[src/pkg/ubc_pkg.sv]
// Constants and types shared by the serial baud and frame configuration.
// Assumes an AHB-Lite master issuing single word transfers.
`default_nettype none
package ubc_pkg;

	// Register byte offsets, one aligned word each.
	localparam logic [7:0] ADDR_BDH   = 8'h00;
	localparam logic [7:0] ADDR_BDL   = 8'h04;
	localparam logic [7:0] ADDR_CTL1  = 8'h08;
	localparam logic [7:0] ADDR_CTL2  = 8'h0c;
	localparam logic [7:0] ADDR_STATE = 8'h10;
	localparam logic [7:0] ADDR_ISTAT = 8'h14;
	localparam logic [7:0] ADDR_IMASK = 8'h18;
	localparam logic [7:0] ADDR_DATA  = 8'h1c;

	// Reset values; the low divisor byte is non-zero.
	localparam logic [4:0] BDH_RST  = 5'h00;
	localparam logic [7:0] BDL_RST  = 8'h04;
	localparam logic [7:0] CTL1_RST = 8'h00;

	// Second control register fields.
	localparam int CTL2_TX_ON  = 3;
	localparam int CTL2_RX_ON  = 2;
	localparam int CTL2_DIR    = 0;
	localparam logic [7:0] CTL2_MASK = 8'h0d;

	// Interrupt status bits.
	localparam int EV_DIV  = 0;
	localparam int EV_RX   = 1;
	localparam int EV_PERR = 2;
	localparam int EV_W    = 3;

	localparam int DIV_W     = 13;
	localparam int OVERSAMP  = 16;
	localparam logic [1:0] HTRANS_NONSEQ = 2'h2;
	localparam logic [2:0] HSIZE_WORD    = 3'h2;

	// First control register, bit 7 down to bit 0.
	typedef struct packed {
		logic loopback_select;
		logic freeze_in_wait;
		logic rx_source_select;
		logic nine_bit;
		logic wake_addr_mark;
		logic idle_count_start;
		logic parity_enable;
		logic parity_odd_select;
	} ubc_ctl1_t;

	typedef enum logic [1:0] {
		BUS_IDLE = 2'b00,
		BUS_WR   = 2'b01,
		BUS_RDW  = 2'b10,
		BUS_RDD  = 2'b11
	} ubc_bus_t;

endpackage
`default_nettype wire

[src/design/ubc_top.sv]
// Baud divisor, frame configuration and pin routing of a serial port.
// Assumes an AHB-Lite master, a transmit and receive datapath beside it,
// and a pad that resolves the transmit pin from its active-low enable.
//
// How it works
// - High divisor part buffered until low byte written.
// - Divisor zero stops the baud generator.
// - Generator idle until first transmit or receive enable.
// - Loop select joins transmitter to receiver internally.
// - Source bit ignored unless loop select set.
// - Loop and source both set give single wire.
// - Freeze bit stops clocks during CPU wait.
// - Length bit selects eight or nine data bits.
// - Wakeup bit picks idle line or address mark.
// - Idle type picks count start after start/stop.
// - Parity enable makes top data bit parity.
// - Parity type selects even or odd ones count.
// - Eight word-spaced registers of up to nine bits cover baud, options, status, data.
// - Five high divisor bits, eight low bits.
// - Transmitter works and drives pin only when enabled.
// - Direction bit steers the single shared line.
// - Internal loopback releases the transmit pin.
`timescale 1ns/1ns
`default_nettype none
module ubc_top #(
	parameter int OVERSAMPLE = ubc_pkg::OVERSAMP
) (
	input  wire logic              hclk,
	input  wire logic              hresetn,
	input  wire logic              hsel,
	input  wire logic [31:0]       haddr,
	input  wire logic [1:0]        htrans,
	input  wire logic              hwrite,
	input  wire logic [2:0]        hsize,
	input  wire logic [31:0]       hwdata,
	input  wire logic              hready,
	output logic      [31:0]       hrdata,
	output logic                   hreadyout,
	output logic                   hresp,
	input  wire logic              cpu_wait,
	input  wire logic              tx_serial_out,
	input  wire logic              rx_pin,
	input  wire logic              tx_pin_in,
	input  wire logic              rx_char_valid,
	input  wire logic [8:0]        rx_char,
	output logic                   rx_serial_in,
	output logic                   tx_pin_out,
	output logic                   tx_pin_oe_n,
	output ubc_pkg::ubc_ctl1_t     frame_cfg,
	output logic                   tx_on,
	output logic                   rx_on,
	output logic                   module_clk_en,
	output logic                   baud_tick,
	output logic                   bit_tick,
	output logic      [8:0]        tx_char,
	output logic                   tx_char_valid,
	output logic                   irq
);

	localparam int SUB_W = $clog2(OVERSAMPLE);
	localparam logic [SUB_W-1:0] SUB_LAST = SUB_W'(OVERSAMPLE - 1);
	localparam int DW = ubc_pkg::DIV_W;
	localparam int EW = ubc_pkg::EV_W;

	// The bit tick is a simple wrap of the sub-counter.
	if (OVERSAMPLE < 2 || (OVERSAMPLE & (OVERSAMPLE - 1)) != 0)
	begin : g_bad_os
		$error("OVERSAMPLE must be a power of two of at least 2.");
	end

	////////////////////////////////////////////////////////////////////
	// State.

	ubc_pkg::ubc_bus_t    bus_r,       bus_nxt;
	logic [7:0]           addr_r,      addr_nxt;
	logic                 hit_r,       hit_nxt;
	logic                 wok_r,       wok_nxt;
	logic [31:0]          hrdata_r,    hrdata_nxt;
	logic [4:0]           bdh_buf_r,   bdh_buf_nxt;
	logic [DW-1:0]        div_r,       div_nxt;
	ubc_pkg::ubc_ctl1_t   ctl1_r,      ctl1_nxt;
	logic [7:0]           ctl2_r,      ctl2_nxt;
	logic                 started_r,   started_nxt;
	logic [DW-1:0]        cnt_r,       cnt_nxt;
	logic [SUB_W-1:0]     sub_r,       sub_nxt;
	logic                 btick_r,     btick_nxt;
	logic                 bitt_r,      bitt_nxt;
	logic [EW-1:0]        istat_r,     istat_nxt;
	logic [EW-1:0]        imask_r,     imask_nxt;
	logic [8:0]           txc_r,       txc_nxt;
	logic                 txv_r,       txv_nxt;
	logic [8:0]           rxh_r,       rxh_nxt;
	logic                 rxs_r,       rxs_nxt;
	logic                 pin_r,       pin_nxt;
	logic                 oen_r,       oen_nxt;

	logic                 clk_run;
	logic                 gen_run;
	logic                 wr;
	logic [EW-1:0]        ev;
	logic [EW-1:0]        clr;
	logic [7:0]           wb;
	logic                 par;
	logic                 drive;

	////////////////////////////////////////////////////////////////////
	// Read multiplexer; unmapped offsets read as zero.

	function automatic logic [31:0] rd_word(input logic [7:0] a);
		logic [31:0] w;
		w = '0;
		case (a)
			ubc_pkg::ADDR_BDH:   w[4:0] = bdh_buf_r;
			ubc_pkg::ADDR_BDL:   w[7:0] = div_r[7:0];
			ubc_pkg::ADDR_CTL1:  w[7:0] = ctl1_r;
			ubc_pkg::ADDR_CTL2:  w[7:0] = ctl2_r;
			ubc_pkg::ADDR_STATE:
			begin
				w[0] = gen_run;
				w[1] = started_r;
				w[2] = ~oen_r;
				w[3] = clk_run;
			end
			ubc_pkg::ADDR_ISTAT: w[EW-1:0] = istat_r;
			ubc_pkg::ADDR_IMASK: w[EW-1:0] = imask_r;
			ubc_pkg::ADDR_DATA:  w[8:0] = rxh_r;
			default:             w = '0;
		endcase
		return w;
	endfunction

	////////////////////////////////////////////////////////////////////
	// Next-state logic.

	always_comb
	begin
		bus_nxt     = bus_r;
		addr_nxt    = addr_r;
		hit_nxt     = hit_r;
		wok_nxt     = wok_r;
		hrdata_nxt  = hrdata_r;
		bdh_buf_nxt = bdh_buf_r;
		div_nxt     = div_r;
		ctl1_nxt    = ctl1_r;
		ctl2_nxt    = ctl2_r;
		started_nxt = started_r;
		cnt_nxt     = cnt_r;
		sub_nxt     = sub_r;
		btick_nxt   = 1'b0;
		bitt_nxt    = 1'b0;
		imask_nxt   = imask_r;
		txc_nxt     = txc_r;
		txv_nxt     = 1'b0;
		rxh_nxt     = rxh_r;
		ev          = '0;
		clr         = '0;
		wb          = hwdata[7:0];
		par         = 1'b0;

		// Wait-mode freeze of the module clocks.
		clk_run = ~(cpu_wait & ctl1_r.freeze_in_wait);
		gen_run = started_r && (div_r != '0) && clk_run;

		// Bus: writes complete with no wait state, reads take one.
		wr = (bus_r == ubc_pkg::BUS_WR) && hit_r && wok_r;
		case (bus_r)
			ubc_pkg::BUS_RDW:
			begin
				hrdata_nxt = hit_r ? rd_word(addr_r) : '0;
				bus_nxt = ubc_pkg::BUS_RDD;
			end
			default:
			begin
				bus_nxt = ubc_pkg::BUS_IDLE;
				if (hsel && hready && htrans == ubc_pkg::HTRANS_NONSEQ)
				begin
					addr_nxt = haddr[7:0];
					hit_nxt  = (haddr[31:8] == '0) && (haddr[1:0] == '0);
					wok_nxt  = (hsize == ubc_pkg::HSIZE_WORD);
					bus_nxt  = hwrite ? ubc_pkg::BUS_WR
					                  : ubc_pkg::BUS_RDW;
				end
			end
		endcase

		// Register writes.
		if (wr)
		begin
			case (addr_r)
				ubc_pkg::ADDR_BDH: bdh_buf_nxt = wb[4:0];
				ubc_pkg::ADDR_BDL:
				begin
					div_nxt = {bdh_buf_r, wb};
					cnt_nxt = '0;
					sub_nxt = '0;
					ev[ubc_pkg::EV_DIV] = 1'b1;
				end
				ubc_pkg::ADDR_CTL1: ctl1_nxt = ubc_pkg::ubc_ctl1_t'(wb);
				ubc_pkg::ADDR_CTL2:
				begin
					ctl2_nxt = wb & ubc_pkg::CTL2_MASK;
					if (wb[ubc_pkg::CTL2_TX_ON] || wb[ubc_pkg::CTL2_RX_ON])
						started_nxt = 1'b1;
				end
				ubc_pkg::ADDR_ISTAT: clr = wb[EW-1:0];
				ubc_pkg::ADDR_IMASK: imask_nxt = wb[EW-1:0];
				ubc_pkg::ADDR_DATA:
				begin
					txc_nxt = {hwdata[8], wb};
					// Parity replaces the top data bit of the character.
					if (ctl1_r.parity_enable)
					begin
						if (ctl1_r.nine_bit)
							txc_nxt[8] = ^wb ^ ctl1_r.parity_odd_select;
						else
							txc_nxt[7] = ^wb[6:0]
							             ^ ctl1_r.parity_odd_select;
					end
					if (!ctl1_r.nine_bit)
						txc_nxt[8] = 1'b0;
					txv_nxt = ctl2_r[ubc_pkg::CTL2_TX_ON];
				end
				default: ;
			endcase
		end

		// Baud generator: divide by the divisor, then by the oversample.
		if (!gen_run)
		begin
			cnt_nxt = '0;
			sub_nxt = '0;
		end
		else if (!(wr && addr_r == ubc_pkg::ADDR_BDL))
		begin
			if (cnt_r == div_r - DW'(1))
			begin
				cnt_nxt   = '0;
				btick_nxt = 1'b1;
				sub_nxt   = sub_r + SUB_W'(1);
				bitt_nxt  = (sub_r == SUB_LAST);
			end
			else
				cnt_nxt = cnt_r + DW'(1);
		end

		// Received character parity check while the clocks run.
		if (rx_char_valid && clk_run && ctl2_r[ubc_pkg::CTL2_RX_ON])
		begin
			rxh_nxt = rx_char;
			ev[ubc_pkg::EV_RX] = 1'b1;
			par = ctl1_r.nine_bit ? ^rx_char : ^rx_char[7:0];
			if (ctl1_r.parity_enable && par != ctl1_r.parity_odd_select)
				ev[ubc_pkg::EV_PERR] = 1'b1;
		end

		// A new event wins over a clear in the same cycle.
		istat_nxt = (istat_r & ~clr) | ev;

		// Pin routing.
		drive   = 1'b0;
		rxs_nxt = rx_pin;
		if (!ctl1_r.loopback_select)
			drive = ctl2_r[ubc_pkg::CTL2_TX_ON];
		else if (!ctl1_r.rx_source_select)
			rxs_nxt = tx_serial_out;
		else
		begin
			drive = ctl2_r[ubc_pkg::CTL2_TX_ON]
			        & ctl2_r[ubc_pkg::CTL2_DIR];
			rxs_nxt = ctl2_r[ubc_pkg::CTL2_DIR] ? tx_serial_out
			                                    : tx_pin_in;
		end
		pin_nxt = tx_serial_out;
		oen_nxt = ~drive;
	end

	////////////////////////////////////////////////////////////////////
	// Registers.

	always_ff @(posedge hclk or negedge hresetn)
	begin
		if (!hresetn)
		begin
			bus_r     <= ubc_pkg::BUS_IDLE;
			addr_r    <= '0;
			hit_r     <= 1'b0;
			wok_r     <= 1'b0;
			hrdata_r  <= '0;
			bdh_buf_r <= ubc_pkg::BDH_RST;
			div_r     <= {ubc_pkg::BDH_RST, ubc_pkg::BDL_RST};
			ctl1_r    <= ubc_pkg::ubc_ctl1_t'(ubc_pkg::CTL1_RST);
			ctl2_r    <= '0;
			started_r <= 1'b0;
			cnt_r     <= '0;
			sub_r     <= '0;
			btick_r   <= 1'b0;
			bitt_r    <= 1'b0;
			istat_r   <= '0;
			imask_r   <= '0;
			txc_r     <= '0;
			txv_r     <= 1'b0;
			rxh_r     <= '0;
			rxs_r     <= 1'b1;
			pin_r     <= 1'b1;
			oen_r     <= 1'b1;
		end
		else
		begin
			bus_r     <= bus_nxt;
			addr_r    <= addr_nxt;
			hit_r     <= hit_nxt;
			wok_r     <= wok_nxt;
			hrdata_r  <= hrdata_nxt;
			bdh_buf_r <= bdh_buf_nxt;
			div_r     <= div_nxt;
			ctl1_r    <= ctl1_nxt;
			ctl2_r    <= ctl2_nxt;
			started_r <= started_nxt;
			cnt_r     <= cnt_nxt;
			sub_r     <= sub_nxt;
			btick_r   <= btick_nxt;
			bitt_r    <= bitt_nxt;
			istat_r   <= istat_nxt;
			imask_r   <= imask_nxt;
			txc_r     <= txc_nxt;
			txv_r     <= txv_nxt;
			rxh_r     <= rxh_nxt;
			rxs_r     <= rxs_nxt;
			pin_r     <= pin_nxt;
			oen_r     <= oen_nxt;
		end
	end

	////////////////////////////////////////////////////////////////////
	// Outputs.

	assign hrdata        = hrdata_r;
	assign hreadyout     = (bus_r != ubc_pkg::BUS_RDW);
	assign hresp         = 1'b0;
	assign rx_serial_in  = rxs_r;
	assign tx_pin_out    = pin_r;
	assign tx_pin_oe_n   = oen_r;
	assign frame_cfg     = ctl1_r;
	assign tx_on         = ctl2_r[ubc_pkg::CTL2_TX_ON];
	assign rx_on         = ctl2_r[ubc_pkg::CTL2_RX_ON];
	assign module_clk_en = clk_run;
	assign baud_tick     = btick_r;
	assign bit_tick      = bitt_r;
	assign tx_char       = txc_r;
	assign tx_char_valid = txv_r;
	assign irq           = |(istat_r & imask_r);

endmodule
`default_nettype wire

[config.mk]
export PLATFORM = sky130hd
export DESIGN_NAME = ubc_top
export DESIGN_NICKNAME = d
export VERILOG_FILES = /design/src/pkg/ubc_pkg.sv /design/src/design/ubc_top.sv
export SDC_FILE = /design/constraint.sdc
export NUM_CORES = 1
export LEC_CHECK = 0
export ABC_AREA = 0
export BUFFER_PORTS_ARGS = -buffer_cell sky130_fd_sc_hd__buf_2
export CELL_PAD_IN_SITES_DETAIL_PLACEMENT = 0
export CELL_PAD_IN_SITES_GLOBAL_PLACEMENT = 1
export CORE_ASPECT_RATIO = 2
export CORE_UTILIZATION = 40
export CTS_CLUSTER_SIZE = 25
export DETAILED_ROUTE_END_ITERATION = 10
export PLACE_DENSITY_LB_ADDON = 0.2
export SYNTH_ARGS = -nofsm -noshare
export SYNTH_HDL_FRONTEND = slang
export SYNTH_SLANG_ARGS = --single-unit
[constraint.sdc]
create_clock -name hclk -period 3.5 [get_ports hclk]
set_input_delay 0.7 -clock hclk [delete_from_list [all_inputs] [get_ports hclk]]
set_output_delay 0.7 -clock hclk [all_outputs]
set_load 0.02 [all_outputs]
* Word-level counts from Yosys, hierarchy flattened
Index checks and enable logic that the tools add are counted.
Cells by class: $add $sub $neg 3, equal/unequal tests 17, multiplexer cells 43, bitwise gates (word level) 12, reductions and logical operators 30
Operators by type and width (number):
- 2-to-1 mux 13 bit | 5
- == test 8 x 5 -> 1 bit, second input constant | 4
- zero test 24 bit | 1
- case mux 3 bit (8 select lines) | 1
- 2-to-1 mux 1 bit | 21
- 2-to-1 mux 4 bit | 5
- == test 8 x 4 -> 1 bit, second input constant | 2
- AND reduction 2 bit | 8
- XOR reduction 8 bit | 2
- adder 13 x 1 -> 13 bit, second input constant | 1
- == test 13 bit | 1
- nonzero test 13 bit | 1
- subtractor 13 x 1 -> 13 bit, second input constant | 1
- logical AND 1 bit | 11
- 2-to-1 mux 2 bit | 5
- 2-to-1 mux 9 bit | 1
- case mux 3 bit (3 select lines) | 1
- XOR reduction 9 bit | 1
- == test 8 x 3 -> 1 bit, second input constant | 1
- zero test 8 bit | 1
- XOR reduction 7 bit | 1
- AND 3 bit | 2
- 2-to-1 mux 3 bit | 2
- inequality test 3 bit, second input constant | 2
- other kinds (18) | 24
Storage, ports and cells: bits in registers 121, logic and storage cells 134

* Logic depth before layout (Yosys ltp)
depth in word-level cells 7, mapped depth 10

* Worst setup path before layout
Ideal clock, no wire load.
kind flip-flop to flip-flop, from reg div_r[0], to reg cnt_r[6], data arrival time 2364 ps, path slack 1067 ps, cell stages (with the launch flop) 11, period minus slack after synthesis 2433 ps, cells stage by stage dfrtp_1 inv_1 ha_1 or4b_4 a2111oi_4 a21oi_1 a21boi_4 o21a_4 a21o_4 buf_12 nor2_4
On the way: longest elaborated chain between the ends 5, elaborated cells on any way between the ends 11
Ends and longest elaborated chain:
- start: declaration | RTL line ubc_top.sv:80 | logic [DW-1:0] div_r, div_nxt;
- start signal: assignment | RTL line ubc_top.sv:290 | div_r <= {ubc_pkg::BDH_RST, ubc_pkg::BDL_RST};
- start signal: assignment | RTL line ubc_top.sv:315 | div_r <= div_nxt;
- subtractor 13 x 1 -> 13 bit or nonzero test 13 bit (tied branches) | RTL line ubc_top.sv:235, ubc_top.sv:162
- == test 13 bit or logical AND 1 bit (tied branches) | RTL line ubc_top.sv:235, ubc_top.sv:162
- 2-to-1 mux 13 bit or logical AND 1 bit (tied branches) | RTL line ubc_top.sv:235, ubc_top.sv:162
- 2-to-1 mux 13 bit or inequality test 3 bit (tied branches)
- 2-to-1 mux 13 bit or AND reduction 2 bit (tied branches)
- end signal: assignment | RTL line ubc_top.sv:319 | cnt_r <= cnt_nxt;
- end: declaration | RTL line ubc_top.sv:84 | logic [DW-1:0] cnt_r, cnt_nxt;
Parallel ways exist; a longest one is shown, timed or not. A chain may end at the register's enable or synchronous reset.

* Final worst setup path
from reg div_r[0], to reg sub_r[3]
On the way: longest elaborated chain between the ends 5, elaborated cells on any way between the ends 8
Ends and longest elaborated chain:
- subtractor 13 x 1 -> 13 bit | RTL line ubc_top.sv:235 | if (cnt_r == div_r - DW'(1))
- == test 13 bit | RTL line ubc_top.sv:235
- 2-to-1 mux 4 bit | RTL line ubc_top.sv:235
- 2-to-1 mux 4 bit | RTL line ubc_top.sv:233 | else if (!(wr && addr_r == ubc_pkg::ADDR_BDL))
- 2-to-1 mux 4 bit (*) | RTL line ubc_top.sv:228 | if (!gen_run)
- named net sub_nxt[3] | RTL line ubc_top.sv:85 | logic [SUB_W-1:0] sub_r, sub_nxt;
- end signal: assignment | RTL line ubc_top.sv:320 | sub_r <= sub_nxt;
- end: declaration | RTL line ubc_top.sv:85
Mark *: on every way through the listed nets, which the timed path passes. The rest lies on a longest branch.

==> flow_metrics.py <==
metrics = {
    "global_route": {
        "overflow": 0,
        "grt_pass1_vias": 4276,
        "antenna_found_initial": 0,
        "grt_max_degree": 58,
        "grtUsageTotal_pct": 22.0,
        "grt_pass1_wl_um": 22500,
    },
    "worst_setup_path": {
        "r2r_start": "div_r[0]",
        "required_ns": 3.77,
        "cp_num_buf_inv": 1,
        "cp-start-kind": "register",
        "cp.arrival_ns": 3.19,
        "slowest_delay_ns": 0.48,
        "path_delay_family": "compound AO/OA/AOI/OAI gates",
        "startpoint": "div_r[0]",
        "critPathCaptureType": "register",
        "worstSetupPathType": "reg2reg",
        "worstPathCellList": "inv_1, ha_1, nor4b_1, a32oi_1, a21oi_1, a21boi_4, o21ai_2, or4_1, a21oi_1",
        "crit_top_cell": "a21oi_1",
        "slowest_stage": "or4_1",
        "worstPathMaxFanout": 8,
    },
    "cts": {
        "post_cts_buffers": 0,
        "clkSinkCount": 98,
        "tritoncts": "built",
        "h-tree-depth": 3,
        "clockRootBuffer": "clkbuf_16",
        "cts_hold_buffers": 0,
        "cts_resized": 0,
        "numCtsBuffers": 9,
        "cts_buffer_depth": 2,
        "insertion_delay_ns": 0.35,
        "clk_pin_slew_worst_paths_ns": 0.07,
    },
    "placement": {
        "place.gp.congestion": 0.812,
        "hpwl_um": 11300,
        "io_buffers": 101,
    },
    "timing": {
        "finalCritPeriodShare_pct": 83.3,
        "max_freq_ghz": 0.343,
        "fin_crit_ns": 2.91,
        "worst_pin_slew_ns": 0.926,
        "setup_viol": 0,
        "final.setup_skew_ns": 0.0109,
        "slew_violations": 0,
        "timing_hold_violations_final": 0,
        "finalSetupTns_ns": 0,
        "max_slew_margin_pct": 37.8,
        "rsz0062_at_grt": "false",
    },
    "detailed_routing": {
        "drtIter0Drc": 177,
        "via_per_inst": 5.45,
        "wire_per_inst_um": 18.9,
        "via_count": 4110,
        "totalWireLength_um": 14200,
        "drc": 0,
        "antenna_left": 0,
        "dr.pass1.iters": 6,
    },
    "run_status": {
        "outcome": "completed",
    },
    "cells_and_area": {
        "final_common_cell": "buf_2",
        "nets": 689,
        "drive_gt1_share_pct": 32.1,
        "antenna_cells": 0,
        "area_growth_pct": 16.1,
        "final_cell_mix": "100 x buf_2, 94 x dfrtp_1, 52 x nand2_1",
    },
    "floorplan": {
        "rows": 59,
        "core_area_sq_um": 12900,
        "initial_core_util_pct": 40.8,
        "dieArea_sq_um": 13700,
        "num_io_pins": 149,
        "die_y_um": 164,
        "die_w_um": 83.2,
    },
    "logic_synthesis": {
        "synth_area_sq_um": 5270,
        "netlist_instances": 495,
        "avgSynthCellArea_sq_um": 10.6,
        "yosysWarnings": 0,
        "synth.distinct_cells": 65,
        "ys_seq_area_share_pct": 46.6,
        "ys.flop_type": "dfrtp_1",
        "synth_edf_count": 0,
        "ys_async_sr_fraction_pct": 100,
        "synth_seq_cells": 98,
    },
    "power_and_ir_drop": {
        "power_uw": 2700,
        "p_per_area_nw_per_um2": 442,
        "leakage_uw": 0.00276,
        "max-vdd-ir-drop_uv": 312,
    },
    "min_path": {
        "hold_path_class": "in2async",
    },
    "flow_run": {
        "drv_cap": 0,
    },
}
[flip-flops by register name (all words and copies together) (netlist names)]
register	flops
addr_r	8
baud_tick	1
bdh_buf_r	5
bit_tick	1
bus_r	2
cnt_r	13
ctl2_r	3
div_r	13
frame_cfg	8
hit_r	1
hrdata	9
imask_r	3
istat_r	3
rx_serial_in	1
rxh_r	9
started_r	1
sub_r	4
tx_char	9
tx_char_valid	1
tx_pin_oe_n	1
tx_pin_out	1
wok_r	1
[synthesized netlist by cell type, types with 8 or more instances]
master | n | area (sq um)
nor2_4 | 8 | 90.1
dfrtp_1 | 94 | 2350
a22oi_1 | 12 | 90.1
buf_4 | 24 | 180
and3_1 | 9 | 56.3
clkbuf_1 | 11 | 41.3
nand2_1 | 52 | 195
xnor2_1 | 22 | 193
o21ai_0 | 24 | 120
xor2_1 | 17 | 149
mux2_2 | 45 | 507
nand3_1 | 14 | 70.1
inv_1 | 12 | 45.0
nor2_1 | 31 | 116
[area by class of cell]
type                    instances  area (sq um)
fillers                      1244          6800
multi-input cells             370          2590
flip-flops and latches         98          2460
repair buffers                106           546
clock buffers                  11           253
well taps                     152           190
inverters                      12          45.0
clock inverters                 5          37.5
[cells by family (layout without fill, tap and decap cells)]
family	after synthesis	after routing	share of synthesized area, %
AND/OR/NAND/NOR	171	171	17.6
buffers and inverters	50	134	5.86
AO/OA/AOI/OAI	84	84	11.9
multiplexers	47	47	10.0
flip-flops	98	98	46.6
XOR/XNOR	40	40	6.93
other	1	24	0.0712
adder cells (fa/ha/maj)	4	4	0.950
[per-stage QoR]
stage | cells | util, % | hold slack [ns] | area (sq um) | worst slack (ns)
after global routing | 754 | 47.4 | 0.442 | 6120 | 0.349
final | 754 | 47.4 | 0.390 | 6120 | 0.585
after global placement | 738 | 45.1 | 0.459 | 5830 | 0.728
after CTS | 754 | 47.4 | 0.430 | 6120 | 0.614
after detailed placement | 738 | 45.1 | 0.466 | 5830 | 0.630
after floorplan | 518 | - | 0.404 | 5360 | 1.07
[worst paths after layout]
path | end | slack (ns) | cells after the start
min in group hclk | tx_pin_out | 0.46 | 1
min | cnt_r[2] | 0.39 | 1
max reg2reg | sub_r[3] | 0.59 | 9
min reg2reg | tx_char[3] | 0.48 | 2
max in group asynchronous | frame_cfg[0] | 2.30 | 2
max | sub_r[3] | 0.59 | 9
[power breakdown]
| group | switching, uW | leakage, uW | internal (uW) | total, uW |
|---|---|---|---|---|
| combinational | 262 | 0.00144 | 177 | 439 |
| clock | 455 | 0.000138 | 524 | 979 |
| sequential | 75.3 | 0.00118 | 1210 | 1290 |
| total | 792 | 0.00276 | 1910 | 2700 |
[worst reg2reg max path, delay by kind of cell, from the launching register on]
family	cells	cell delay, ns
AO/OA/AOI/OAI	5	1.00
AND/OR/NAND/NOR	2	0.95
flip-flops	1	0.47
adder cells (fa/ha/maj)	1	0.32
buffers and inverters	1	0.09
[metal layers]
metal	up-vias	track usage (%)	routed length [um]
met4	0	15.1	922
met2	136	43.6	8130
li1	1926	-	-
met5	-	0	0
met3	48	3.82	489
met1	2000	19.7	4680
Power figures use the tool's default switching activity.
